**config.mk**
```make
export PLATFORM = sky130hd
export DESIGN_NAME = pba_top
export DESIGN_NICKNAME = d
export VERILOG_FILES = /design/src/common/pba_pkg.sv /design/src/core/pba_arbiter.sv /design/src/core/pba_timeout.sv /design/src/core/pba_top.sv
export SDC_FILE = /design/constraint.sdc
export NUM_CORES = 1
export LEC_CHECK = 0
export BUFFER_PORTS_ARGS = -buffer_cell sky130_fd_sc_hd__buf_2
export CAP_MARGIN = 20
export CORE_ASPECT_RATIO = 0.6
export CORE_UTILIZATION = 40
export CTS_CLUSTER_DIAMETER = 50
export DETAILED_ROUTE_END_ITERATION = 6
export GPL_TIMING_DRIVEN = 0
export PLACE_DENSITY = 0.61
export REMOVE_ABC_BUFFERS = 1
export SETUP_SLACK_MARGIN = 0.4
export SYNTH_ARGS = -nofsm -noshare
export SYNTH_HDL_FRONTEND = slang
export SYNTH_SLANG_ARGS = --single-unit
export TNS_END_PERCENT = 30
```
**constraint.sdc**
```tcl
create_clock -name i_clk -period 2.8 [get_ports i_clk]
set_input_delay 0.14 -clock i_clk [delete_from_list [all_inputs] [get_ports i_clk]]
set_output_delay 0.14 -clock i_clk [all_outputs]
set_load 0.05 [all_outputs]
```
**src/common/pba_pkg.sv**
```systemverilog
// shared constants and types for the priority bus arbiter and requester
package pba_pkg;

  // ----------------------------------------------------------------
  // clock and bus geometry
  // ----------------------------------------------------------------
  localparam int PBA_CLK_PERIOD_NS = 25;
  localparam int PBA_LEVELS = 4;
  localparam int PBA_REQ_HI = 3;
  localparam int PBA_REQ_MID = 2;

  // ----------------------------------------------------------------
  // owner levels
  // ----------------------------------------------------------------
  localparam logic [1:0] PBA_OWNER_UNINTERRUPTIBLE = 2'h3;
  localparam logic [1:0] PBA_OWNER_SUSPENDABLE = 2'h0;
  localparam logic [1:0] PBA_OWNER_RESET = 2'h0;

  // ----------------------------------------------------------------
  // values after reset
  // ----------------------------------------------------------------
  localparam logic [3:0] PBA_LINES_IDLE_N = 4'hf;
  localparam logic [3:0] PBA_LINES_OFF = 4'h0;

  // ----------------------------------------------------------------
  // timeout loop
  // ----------------------------------------------------------------
  localparam logic [5:0] PBA_TIMEOUT_LOAD = 6'h3f;
  localparam logic [5:0] PBA_TIMEOUT_ZERO = 6'h00;
  localparam logic [1:0] PBA_LOOP_CYCLES = 2'h3;
  localparam logic [1:0] PBA_LOOP_FIRST = 2'h0;
  localparam int PBA_TIMEOUT_NS = int'(PBA_LOOP_CYCLES) * PBA_CLK_PERIOD_NS * (int'(PBA_TIMEOUT_LOAD) + 1);
  localparam int PBA_TIMEOUT_CYCLES = PBA_TIMEOUT_NS / PBA_CLK_PERIOD_NS;

  // ----------------------------------------------------------------
  // requester states
  // ----------------------------------------------------------------
  typedef enum logic [4:0] {
    PBA_ST_IDLE = 5'h01,
    PBA_ST_REQUEST = 5'h02,
    PBA_ST_OWNED = 5'h04,
    PBA_ST_XFER = 5'h08,
    PBA_ST_RELEASE = 5'h10
  } pba_state_e;

endpackage

```
**src/core/pba_arbiter.sv**
```systemverilog
// priority arbiter: grant, owner level and bus clear
`timescale 1ns/1ps
`default_nettype none
module pba_arbiter (
  input wire logic i_clk,
  input wire logic i_rst,
  input wire logic [3:0] i_req,
  input wire logic i_busy,
  output logic [3:0] o_grant_n,
  output logic [1:0] o_owner,
  output logic o_clear_n
);

  // ----------------------------------------------------------------
  // parallel priority decode
  // ----------------------------------------------------------------
  wire any_req = |i_req;
  wire [1:0] win_level = i_req[3] ? 2'h3 : i_req[2] ? 2'h2 : i_req[1] ? 2'h1 : 2'h0;
  wire [3:0] win_onehot = any_req ? 4'(4'h1 << win_level) : pba_pkg::PBA_LINES_OFF;
  wire grant_pending = ~&o_grant_n;
  wire held_req = |(~o_grant_n & i_req);
  wire owner_locked = (o_owner == pba_pkg::PBA_OWNER_UNINTERRUPTIBLE);
  wire hi_req = i_req[pba_pkg::PBA_REQ_HI] | i_req[pba_pkg::PBA_REQ_MID];
  wire clear_cond = i_busy & ~owner_locked &
                    (hi_req | ((o_owner == pba_pkg::PBA_OWNER_SUSPENDABLE) & any_req));
  wire issue = ~i_busy & ~grant_pending & any_req;

  wire [3:0] next_grant_n = i_busy ? pba_pkg::PBA_LINES_IDLE_N :
                            grant_pending ? (held_req ? o_grant_n : pba_pkg::PBA_LINES_IDLE_N) :
                            ~win_onehot;
  wire next_clear = i_busy & (~o_clear_n | clear_cond);
  wire [1:0] next_owner = issue ? win_level : o_owner;

  // ----------------------------------------------------------------
  // registers
  // ----------------------------------------------------------------
  always_ff @(posedge i_clk or posedge i_rst) begin
    if (i_rst) begin
      o_grant_n <= pba_pkg::PBA_LINES_IDLE_N;
      o_owner <= pba_pkg::PBA_OWNER_RESET;
      o_clear_n <= 1'b1;
    end else begin
      o_grant_n <= next_grant_n;
      o_owner <= next_owner;
      o_clear_n <= ~next_clear;
    end
  end

endmodule
`default_nettype wire

```
**src/core/pba_timeout.sv**
```systemverilog
// six-bit transfer timeout loop counter
`timescale 1ns/1ps
`default_nettype none
module pba_timeout (
  input wire logic i_clk,
  input wire logic i_rst,
  input wire logic i_load,
  input wire logic i_ack,
  output logic o_expired,
  output logic o_running
);

  logic [5:0] count;
  logic [1:0] pass;

  // ----------------------------------------------------------------
  // loop pass decode
  // ----------------------------------------------------------------
  wire pass_end = (pass == 2'(pba_pkg::PBA_LOOP_CYCLES - 2'h1));
  wire at_zero = (count == pba_pkg::PBA_TIMEOUT_ZERO);
  wire stop_ack = o_running & i_ack;
  wire expire = o_running & ~i_ack & pass_end & at_zero;

  // expiry is shown in the last cycle of the final pass so the abort lands on the interval end
  assign o_expired = expire & ~i_load;

  wire next_running = i_load | (o_running & ~stop_ack & ~expire);
  wire [1:0] next_pass = (i_load | pass_end) ? pba_pkg::PBA_LOOP_FIRST : 2'(pass + 2'h1);
  wire [5:0] next_count = i_load ? pba_pkg::PBA_TIMEOUT_LOAD :
                          (o_running & pass_end & ~at_zero) ? 6'(count - 6'h01) : count;

  // ----------------------------------------------------------------
  // registers
  // ----------------------------------------------------------------
  always_ff @(posedge i_clk or posedge i_rst) begin
    if (i_rst) begin
      count <= pba_pkg::PBA_TIMEOUT_ZERO;
      pass <= pba_pkg::PBA_LOOP_FIRST;
      o_running <= 1'b0;
    end else begin
      count <= next_count;
      pass <= next_pass;
      o_running <= next_running;
    end
  end

endmodule
`default_nettype wire

```
**src/core/pba_top.sv**
```systemverilog
// bus slot with priority arbiter and master requester
`timescale 1ns/1ps
`default_nettype none
module pba_top (
  input wire logic i_clk,
  input wire logic i_rst,
  input wire logic [3:0] i_bus_req_n,
  input wire logic i_bus_busy_n,
  input wire logic i_bus_clear_n,
  input wire logic [3:0] i_grant_in_n,
  input wire logic [1:0] i_req_level,
  input wire logic i_local_req,
  input wire logic i_local_start,
  input wire logic i_xfer_ack_n,
  output logic [3:0] o_bus_grant_n,
  output logic o_bus_clear_n,
  output logic [1:0] o_owner_level,
  output logic [3:0] o_grant_out_n,
  output logic [3:0] o_bus_req_n,
  output logic [3:0] o_bus_req_oe,
  output logic o_bus_busy_n,
  output logic o_bus_busy_oe,
  output logic o_local_owned,
  output logic o_xfer_active,
  output logic o_xfer_done,
  output logic o_transfer_timeout_flag
);

  // ----------------------------------------------------------------
  // arbiter
  // ----------------------------------------------------------------
  wire [3:0] bus_req = ~i_bus_req_n;
  wire bus_busy = ~i_bus_busy_n;

  pba_arbiter u_arbiter (
    .i_clk(i_clk),
    .i_rst(i_rst),
    .i_req(bus_req),
    .i_busy(bus_busy),
    .o_grant_n(o_bus_grant_n),
    .o_owner(o_owner_level),
    .o_clear_n(o_bus_clear_n)
  );

  // ----------------------------------------------------------------
  // requester state
  // ----------------------------------------------------------------
  pba_pkg::pba_state_e state;
  pba_pkg::pba_state_e next_state;

  wire xfer_ack = ~i_xfer_ack_n;
  wire bus_clear = ~i_bus_clear_n;
  wire own_grant = ~i_grant_in_n[i_req_level];
  wire [3:0] level_onehot = 4'(4'h1 << i_req_level);

  wire st_idle = (state == pba_pkg::PBA_ST_IDLE);
  wire st_request = (state == pba_pkg::PBA_ST_REQUEST);
  wire st_owned = (state == pba_pkg::PBA_ST_OWNED);
  wire st_xfer = (state == pba_pkg::PBA_ST_XFER);

  // ----------------------------------------------------------------
  // transfer timeout
  // ----------------------------------------------------------------
  wire tmo_expired;
  wire tmo_running;
  wire xfer_load = st_owned & i_local_start & i_local_req & ~bus_clear;

  pba_timeout u_timeout (
    .i_clk(i_clk),
    .i_rst(i_rst),
    .i_load(xfer_load),
    .i_ack(xfer_ack),
    .o_expired(tmo_expired),
    .o_running(tmo_running)
  );

  // ----------------------------------------------------------------
  // sequence decisions
  // ----------------------------------------------------------------
  wire take_bus = st_request & own_grant & ~bus_busy;
  wire drop_local = st_owned & ~i_local_req;
  wire yield_bus = st_owned & i_local_req & bus_clear;
  wire xfer_ok = st_xfer & xfer_ack;
  wire xfer_abort = st_xfer & ~xfer_ack & tmo_expired;

  always_comb begin
    next_state = state;
    case (state)
      pba_pkg::PBA_ST_IDLE: begin
        if (i_local_req) begin
          next_state = pba_pkg::PBA_ST_REQUEST;
        end
      end
      pba_pkg::PBA_ST_REQUEST: begin
        if (!i_local_req) begin
          next_state = pba_pkg::PBA_ST_IDLE;
        end else if (take_bus) begin
          next_state = pba_pkg::PBA_ST_OWNED;
        end
      end
      pba_pkg::PBA_ST_OWNED: begin
        if (drop_local || yield_bus) begin
          next_state = pba_pkg::PBA_ST_RELEASE;
        end else if (xfer_load) begin
          next_state = pba_pkg::PBA_ST_XFER;
        end
      end
      pba_pkg::PBA_ST_XFER: begin
        if (xfer_ok || xfer_abort) begin
          next_state = pba_pkg::PBA_ST_OWNED;
        end
      end
      pba_pkg::PBA_ST_RELEASE: begin
        next_state = pba_pkg::PBA_ST_IDLE;
      end
      default: begin
        next_state = pba_pkg::PBA_ST_IDLE;
      end
    endcase
  end

  // ----------------------------------------------------------------
  // grant daisy chain
  // ----------------------------------------------------------------
  wire keep_grant = (st_request & i_local_req) | take_bus;
  wire [3:0] next_grant_out_n;

  genvar k;
  generate
    for (k = 0; k < pba_pkg::PBA_LEVELS; k = k + 1) begin : g_chain
      assign next_grant_out_n[k] = i_grant_in_n[k] | (keep_grant & level_onehot[k]);
    end
  endgenerate

  // ----------------------------------------------------------------
  // bus line drive
  // ----------------------------------------------------------------
  wire next_req_drive = (st_idle & i_local_req) | (st_request & i_local_req & ~take_bus);
  wire [3:0] next_req_oe = next_req_drive ? level_onehot : pba_pkg::PBA_LINES_OFF;
  wire next_busy_drive = (next_state == pba_pkg::PBA_ST_OWNED) | (next_state == pba_pkg::PBA_ST_XFER);
  wire next_owned = next_busy_drive;
  wire next_active = (next_state == pba_pkg::PBA_ST_XFER);

  // ----------------------------------------------------------------
  // timeout flag: a new expiry wins over the clear
  // ----------------------------------------------------------------
  wire flag_clear = xfer_load | (next_state == pba_pkg::PBA_ST_IDLE);
  wire next_flag = xfer_abort | (o_transfer_timeout_flag & ~flag_clear);

  // ----------------------------------------------------------------
  // registers
  // ----------------------------------------------------------------
  always_ff @(posedge i_clk or posedge i_rst) begin
    if (i_rst) begin
      state <= pba_pkg::PBA_ST_IDLE;
    end else begin
      state <= next_state;
    end
  end

  always_ff @(posedge i_clk or posedge i_rst) begin
    if (i_rst) begin
      o_grant_out_n <= pba_pkg::PBA_LINES_IDLE_N;
      o_bus_req_oe <= pba_pkg::PBA_LINES_OFF;
      o_bus_req_n <= pba_pkg::PBA_LINES_IDLE_N;
    end else begin
      o_grant_out_n <= next_grant_out_n;
      o_bus_req_oe <= next_req_oe;
      o_bus_req_n <= ~next_req_oe;
    end
  end

  always_ff @(posedge i_clk or posedge i_rst) begin
    if (i_rst) begin
      o_bus_busy_oe <= 1'b0;
      o_bus_busy_n <= 1'b1;
      o_local_owned <= 1'b0;
      o_xfer_active <= 1'b0;
    end else begin
      o_bus_busy_oe <= next_busy_drive;
      o_bus_busy_n <= ~next_busy_drive;
      o_local_owned <= next_owned;
      o_xfer_active <= next_active;
    end
  end

  always_ff @(posedge i_clk or posedge i_rst) begin
    if (i_rst) begin
      o_xfer_done <= 1'b0;
      o_transfer_timeout_flag <= 1'b0;
    end else begin
      o_xfer_done <= xfer_ok;
      o_transfer_timeout_flag <= next_flag;
    end
  end

  wire unused_running = tmo_running;

endmodule
`default_nettype wire

```
# Yosys cells after proc, flatten, opt, wreduce, memory -nomap -nowiden
# Cells that the tools add are included.
# W data, S select, Z words.
[op_classes]
add_sub_neg = 2
mul = 0
n_div = 0
n_lt_le_gt_ge = 1
eq_ne = 10
n_shift = 2
n_mux = 20
bitwise_logic = 68
n_reduce_logical = 8
[op_table]
columns = ["op", "count"]
rows = [
  ["$and A1 B1 Y1", 34],
  ["$mux W5", 6],
  ["$mux W4", 5],
  ["$pmux W5 S4", 1],
  ["$not A4 Y4", 4],
  ["$not A1 Y1", 15],
  ["$or A1 B1 Y1", 14],
  ["$mux W6", 2],
  ["$eq A5 B1 Y1 const B", 2],
  ["$eq A5 B3 Y1 const B", 2],
  ["$eq A5 B4 Y1 const B", 2],
  ["$reduce_or A4 Y1", 2],
  ["$shl A1 B2 Y4 const A", 2],
  ["$logic_not A6 Y1", 1],
  ["$mux W2", 3],
  ["$sub A6 B1 Y6 const B", 1],
  ["$eq A5 B2 Y1 const B", 1],
  ["$and A4 B4 Y4", 1],
  ["$eq A2 B2 Y1 const B", 2],
  ["$reduce_and A4 Y1", 1],
  ["$lt A2 B3 Y1 const B", 1],
  ["$ne A3 B3 Y1 const B", 1],
  ["$add A2 B1 Y2 const B", 1],
  ["$bmux W1 S2", 1],
  ["4 further kinds", 6],
]
[word_totals]
register_bits = 38
latchBits = 0
ram_bits = 0
romBits = 0
out_inout_bits = 25
mem_count = 0

# Depth between registers and ports, before layout
# Gate-level depths: netlist of the first run.
[logic_depth]
ltp_word = 15
mapped_depth = 7

# Modules after synthesis
# A second synthesis of the first run with hierarchy kept.
[unflattened]
cells_unflattened = 194
area_unflattened_um2 = 1993.2
[modules_own_cells]
columns = ["module", "instances", "cells_each", "area_each_um2"]
rows = [
  ["pba_top", 1, 102, 1072.3],
  ["pba_timeout", 1, 55, 551.8],
  ["pba_arbiter", 1, 37, 369.1],
]

# Worst setup path before layout of the first run
# OpenSTA, ideal clock, no wires.
[synth_timing]
path_type = "flip-flop to flip-flop"
startpoint = "register u_timeout.count[0]"
endpoint = "register u_timeout.count[4]"
setup_ns = 0.133
arrival_ns = 1.551
setup_slack_ns = 1.116
path_stages_with_launch = 8
path_buffers = 1
cell_sequence = "dfrtp_1 > inv_1 > ha_1 > or4b_1 > buf_6 > o2111ai_2 > xor2_1 > nand2_1"
[synth_via]
elab_chain_len = 4
word_cells_on_any_way = 7
cone_classes = "add/sub (1); mux (2); bitwise (2); reduce/logical (2)"
[synth_rtl]
columns = ["item", "line_no", "rtl"]
rows = [
  ["from (decl)", "pba_timeout.sv:13", "logic [5:0] count;"],
  ["from (signal assigned)", "pba_timeout.sv:37", "count <= pba_pkg::PBA_TIMEOUT_ZERO;"],
  ["from (signal assigned)", "pba_timeout.sv:41", "count <= next_count;"],
  ["branches (longest 4 deep; another with $sub A6 B1 Y6)", "n/a", ""],
]
# Parallel ways; which one is timed is not known. The select of a mux whose other input is x is not followed.
# A chain may end at the register's enable or synchronous reset.

# Worst setup path in the final report of the first run
[layout_timing]
startpoint = "register u_timeout.count[0]"
endpoint = "register u_timeout.count[5]"
# Same word-level chain as after synthesis.

==> impl_metrics.yaml, run 1 <==
clock_network:
  cts.repair_timing.setup_buffer_count: 0
  tritoncts.num_buffers: 5
  clk_pin_slew_ns: 0.08
  cts_hold_buf: 0
  numClockSinks: 38
  cts_resized: 0
  htreeDepth: 2
  tritoncts: "yes"
  cts_buffer_depth: 2
  insertion_delay_ns: 0.28
  cts_root_buffer: "clkbuf_8"
synthesis:
  yosys_warnings: 0
  synth-seq-area-share: 0.532
  yosys.cell_types.count: 52
  post_synth_inst_count: 165
  post-synth-top-area-fraction: 0.316
  synth.most_common_cell: "dfrtp_1"
  ys_async_sr_fraction: 1.00
  ys_seq_elements: 38
  post_synth_main_area_contributors: "dfrtp_1 32%, dfstp_2 22%, nand2_1 3.5%"
  synth_area_in_compound_gates: 0.183
  synth_top_cells_by_count: "23 x dfrtp_1, 17 x nand2_1, 15 x dfstp_2"
  post_synth_and_or_nand_nor_area_fraction: 0.179
  ys_dominant_reg_cell: "dfrtp_1"
  post_synth_fa_ha_maj_area_fraction: 0.0206
  synthesis.area_mm2: 0.00182
  synth_top_family_by_area: "compound AO/OA/AOI/OAI gates"
  synth_mux_area_frac: 0.0124
  synth_enable_flop_cells: 0
  synth_area_leader_cell: "dfrtp_1"
  synth_xor_xnor_area_share: 0.0288
  syn_avg_cell_area_um2: 11.0
floorplan:
  std_cell_rows: 18
  ios: 42
  floorplan.initialDensity: 0.430
  die_height_um: 54.3
  die_area_mm2: 0.00484
  die-width_um: 89.1
  coreArea_mm2: 0.00423
critical_path:
  worst_reg_to_reg_setup_slack_ns: 0.87
  worstRegToRegCells: 6
  critPathArrivalTime_ns: 2.07
  crit_end: "u_timeout.count[5]"
  critical_path_start_end_classification: "flop to flop"
  crit_path_start_kind: "flop"
  cp-startpoint: "u_timeout.count[0]"
  worst_ep_required_time_ns: 2.94
  worstPathMaxFanout: 6
  critical_path.endpoint_type: "flop"
  r2r_start: "u_timeout.count[0]"
  worst_r2r_endpoint: "u_timeout.count[5]"
drt:
  routed_vias_inst: 5.01
  drc: 0
  dr_total_vias: 1344
  drtAntennaViolNets: 0
  routed_wire_length_per_instance_um: 13.0
  postRouteWirelength_um: 3480
  drt_first_pass_iters: 4
  drt_iter0_drc: 58
sta:
  max_slew.worst_pin.slew_ns: 0.769
  setup_total_negative_slack_ns: 0
  setup_repair_after_global_routing_missed_its_margin: "false"
  hold_slack_ns: -0.0173
  max_clock_freq_mhz: 519
  hold_violation_total_from_the_final_report: 8
  slew_violations: 0
  timing.final.crit_share: 0.688
  slew_headroom: 0.487
  clock-skew-final_ns: 0.00825
  final_period_minus_worst_setup_slack_ns: 1.93
  setup_violations: 0
power:
  power-per-cell-area_mw_per_mm2: 607
  leakage_power_uw: 0.000993
  vdd_drop_max_mv: 0.286
place:
  place.port_buffers: 41
  placedInstanceArea_mm2: 0.00208
  gp_congestion: 0.852
  dp_hpwl_um: 2610
  dp_cells: 260
outcome:
  violated_checks: "negative hold slack"
  result_of_the_run: "finished, violations left"
global_route:
  globalRouteOverflowTotal: 0
  grt_antenna_before_repair: 0
  grt_first_pass_wirelength_um: 5560
  track_usage: 0.160
  maximum_number_of_pins_on_one_net_before_global_route_repair: 22
  grt_pass1_vias: 1185
finish:
  final_design_area_no_fill_mm2: 0.00217
  layoutNonFillerInstCount: 268
  antenna_cells_inserted: 0
  number_of_inserted_filler_cells_in_the_final_layout: 401
  layout-drive-gt1-share: 0.356
  syn2layout_area_growth_pct: 19.2
  num-nets-final: 227
worst_hold_path:
  hp-class: "primary input to asynchronous set/reset pin"
job:
  maxCapViolCount: 0
==> worst max-delay path: stages (launching register included) <==
cell       delay [ns]
dfrtp_1          0.37
inv_1            0.11
ha_1             0.17
or4b_1           0.64
o2111ai_2        0.25
xor2_1           0.19
nand2_1          0.07
==> worst min-delay path by stage <==
stage / to / cells after the start / slack (ns)
finish: o_bus_req_oe[2] / 2 / -0.02
global route: o_bus_req_oe[3] / 2 / 0.04
CTS: o_bus_req_oe[2] / 2 / 0.0003
detailed placement: u_timeout.pass[1] / 2 / 0.30
global placement: o_grant_out_n[1] / 2 / 0.33
floorplan: o_bus_req_n[3] / 1 / 0.20
==> placed cells by master, fill, tap and decap left out, types with 3 or more instances in the layout <==
master     n
buf_2     41
dfrtp_1   23
nand2_1   17
dfstp_2   15
nor2_1    11
inv_1      8
clkbuf_8   6
nor2b_1    5
and2_1     5
xor2_1     5
o22ai_1    4
o211ai_1   4
nor3_1     4
nand3_1    3
o21ai_1    3
o21ai_0    3
a21oi_1    3
a21o_1     3
ha_1       3
==> area by class of cell <==
cell class | instances | area (µm²) | area share
Clock buffer | 7 | 86.3 | 0.0397
Timing Repair Buffer | 42 | 233 | 0.107
Inverter | 8 | 30.0 | 0.0138
Multi-Input combinational cell | 112 | 773 | 0.356
Tap cell | 60 | 75.1 | 0.0346
Clock inverter | 1 | 5.00 | 0.00230
Sequential cell | 38 | 970 | 0.446
==> per-layer routing <==
layer  part of all wire  routed length (µm)  global-route usage  vias up
li1                   -                   -                   -      673
met1               0.51                1780               0.231      633
met2               0.43                1480               0.226       38
met3              0.064                 221              0.0498        0
met4                  0                   0              0.0608        0
met5                  0                   0                   0        -
==> sequential cells by signal (all words and copies together), names as in the netlist, 2 cells and up <==
| register | flops |
|---|---|
| u_timeout.count | 6 |
| state | 5 |
| o_bus_req_n | 4 |
| o_bus_req_oe | 4 |
| o_grant_out_n | 4 |
| u_arbiter.o_grant_n | 4 |
| u_arbiter.o_owner | 2 |
| u_timeout.pass | 2 |
==> where the power goes <==
group          leakage [µW]  switching [µW]  internal [µW]
clock             0.0000482             182            199
combinational      0.000506             195            100
sequential         0.000438            31.0            611
==> per-stage QoR <==
step	utilization	total power (µW)	hold WS [ns]	setup slack [ns]
floorplan	-	870	0.200	1.02
global placement	0.485	936	0.332	0.887
detailed placement	0.491	950	0.305	0.881
CTS	0.513	1330	0.000297	0.864
global route	0.513	1400	0.0397	0.795
finish	0.513	1320	-0.0173	0.874
==> kinds of logic after synthesis <==
kind of cell,after synthesis
AND/OR/NAND/NOR,61
AO/OA/AOI/OAI,40
flip-flops,38
buffers and inverters,15
XOR/XNOR,6
adder cells (fa/ha/maj),3
multiplexers,2
No activity file was read; power rests on OpenSTA's default activity.
==> run 2, diff against run 1 <==
--- a/config.mk
+++ b/config.mk
@@ -5,6 +5,7 @@
 export SDC_FILE = /design/constraint.sdc
 export NUM_CORES = 1
 export LEC_CHECK = 0
+export ABC_AREA = 1
 export BUFFER_PORTS_ARGS = -buffer_cell sky130_fd_sc_hd__buf_2
 export CAP_MARGIN = 20
 export CORE_ASPECT_RATIO = 0.6
==> constraint.sdc (replaced) <==
create_clock -name i_clk -period 1.8 [get_ports i_clk]
set_input_delay 0.09 -clock i_clk [delete_from_list [all_inputs] [get_ports i_clk]]
set_output_delay 0.09 -clock i_clk [all_outputs]
set_load 0.05 [all_outputs]
==> run 2 against run 1 <==
The flow now finishes without violations. Clock skew down 0.0013 ns. Hold slack better by 0.044 ns. Die area down 1.9%. Clock-buffer cell count up 1. First-iteration DRC count down 10%. Combinational power up 130%. Synthesized area down 1.9%. Via count up 9.1%. Power up 72%. Critical endpoint is now o_transfer_timeout_flag. Largest power group unchanged.
==> impl_metrics.yaml, run 2 <==
outcome:
  result_of_the_run: "finished clean"
critical_path:
  critical_path_start_end_classification: "flop to flop"
  crit_path_start_kind: "flop"
  critPathArrivalTime_ns: 1.54
  critical_path.endpoint_type: "flop"
  worstPathMaxFanout: 3
  worst_reg_to_reg_setup_slack_ns: 0.46
  worst_ep_required_time_ns: 2.00
synthesis:
  post_synth_inst_count: 201
  synth_enable_flop_cells: 0
  synth.most_common_cell: "nand2_1"
  synth_area_leader_cell: "dfrtp_1"
  ys_seq_elements: 38
  syn_avg_cell_area_um2: 8.89
  synth_top_cells_by_count: "34 x nand2_1, 33 x inv_1, 23 x dfrtp_1"
  yosys.cell_types.count: 29
  yosys_warnings: 0
  synth-seq-area-share: 0.543
  ys_async_sr_fraction: 1.00
  synthesis.area_mm2: 0.00179
  post_synth_main_area_contributors: "dfrtp_1 32%, dfstp_2 22%, nand2_1 7.1%"
  ys_dominant_reg_cell: "dfrtp_1"
  post-synth-top-area-fraction: 0.322
sta:
  setup_repair_after_global_routing_missed_its_margin: "true"
  setup_total_negative_slack_ns: 0
  hold_slack_ns: 0.0263
  timing.final.crit_share: 0.744
  max_clock_freq_mhz: 746
  max_slew.worst_pin.slew_ns: 0.765
  clock-skew-final_ns: 0.00699
  final_period_minus_worst_setup_slack_ns: 1.34
  hold_violation_total_from_the_final_report: 0
  slew_headroom: 0.489
  slew_violations: 0
  setup_violations: 0
finish:
  mostFrequentLayoutCell: "buf_2"
  reg_top3: "u_timeout.count: 6 flops, state: 5 flops"
  fin_util: 0.559
  final_design_area_no_fill_mm2: 0.00234
  largest_register_ff_count: 6
  layout-drive-gt1-share: 0.411
  antenna_cells_inserted: 0
  syn2layout_area_growth_pct: 31.0
  mostFrequentLayoutCells: "41 x buf_2, 32 x nand2_1, 29 x inv_1"
  num-nets-final: 282
  regMostFlops: "u_timeout.count"
drt:
  drt_first_pass_iters: 4
  routed_vias_inst: 4.54
  postRouteWirelength_um: 3610
  dr_total_vias: 1466
  drt_iter0_drc: 52
  drc: 0
  routed_wire_length_per_instance_um: 11.2
  drtAntennaViolNets: 0
floorplan:
  die-width_um: 88.3
  floorplan.initialDensity: 0.427
  std_cell_rows: 18
  ios: 42
  coreArea_mm2: 0.00419
  die_area_mm2: 0.00475
  die_height_um: 53.8
clock_network:
  tritoncts.num_buffers: 5
  tritoncts: "yes"
  insertion_delay_ns: 0.29
  htreeDepth: 2
  cts_buffer_depth: 2
  cts_root_buffer: "clkbuf_8"
  clk_pin_slew_ns: 0.07
  numClockSinks: 38
power:
  vdd_drop_max_mv: 0.498
  power-per-cell-area_mw_per_mm2: 971
  leakage_power_uw: 0.00117
global_route:
  track_usage: 0.162
  grt_antenna_before_repair: 0
  globalRouteOverflowTotal: 0
  maximum_number_of_pins_on_one_net_before_global_route_repair: 39
  grt_pass1_vias: 1250
  grt_first_pass_wirelength_um: 5530
place:
  dp_hpwl_um: 2580
  gp_congestion: 0.833
  place.port_buffers: 41
  placedInstanceArea_mm2: 0.00206
worst_hold_path:
  hp-class: "primary input to flop"
job:
  maxCapViolCount: 0
-- run 2: per-stage QoR --
step / setup WS (ns) / instances / total power, µW
after floorplan: 0.371 / 200 / 1520
after global placement: 0.323 / 301 / 1650
after detailed placement: 0.391 / 301 / 1650
after CTS: 0.375 / 313 / 2220
after global routing: 0.327 / 323 / 2430
final: 0.460 / 323 / 2270
-- run 2: repair_timing --
item                                   4_1_cts  5_1_grt
setup buffers                                0       10
endpoints found under the hold margin       26        0
setup endpoints to repair                    3       20
pin swaps                                    0        4
resized for setup                            0       25
hold buffers                                 4        0
-- run 2: layout make-up --
type	count	area [µm²]
clock buffer	8	80.1
timing repair buffer	55	320
fill	388	1850
tap	60	75.1
multi-input combinational	125	757
sequential	38	970
inverter	37	139
-- run 2: final timing paths --
path                                          from  depth (start not counted)                      end
worst max-delay path            u_timeout.count[0]                          7  o_transfer_timeout_flag
worst min-delay path               i_grant_in_n[3]                          3         o_grant_out_n[3]
worst max register to register  u_timeout.count[0]                          7  o_transfer_timeout_flag
worst min register to register   u_timeout.pass[0]                          1        u_timeout.pass[0]
max in group asynchronous                    i_rst                          3          o_bus_req_oe[1]
min in group asynchronous                    i_rst                          3     u_arbiter.o_owner[0]
-- run 2: cell families (layout without fill, tap and decap cells) --
group | Yosys count | in the layout | share of synthesized area
xor gates and xnor gates | 2 | 2 | 0.00981
DFF | 38 | 38 | 0.543
AOI/OAI and AO/OA | 27 | 27 | 0.0833
buffers and inverters | 38 | 100 | 0.0819
and+or+nand+nor | 93 | 93 | 0.261
adders and majority gates | 3 | 3 | 0.0210
-- run 2: power by group --
group | total (µW) | switching [µW] | internal (µW)
registers | 1040 | 62.2 | 982
clock network | 542 | 267 | 275
logic | 687 | 467 | 220
-- run 2: routing by layer --
| layer | GRT usage | vias to the layer above | routed length [µm] |
|---|---|---|---|
| met5 | 0 | - | 0 |
| met1 | 0.230 | 660 | 1900 |
| met3 | 0.0644 | 9 | 177 |
| met2 | 0.226 | 40 | 1450 |
| met4 | 0.0484 | 0 | 76 |
| li1 | - | 757 | - |
-- run 2: critical path: stages, from the launching register on --
cell	delay (ns)
dfrtp_1	0.42
inv_2	0.11
ha_4	0.15
nand3_4	0.10
nor2_4	0.16
nand3_2	0.09
buf_4	0.14
o21ai_0	0.07
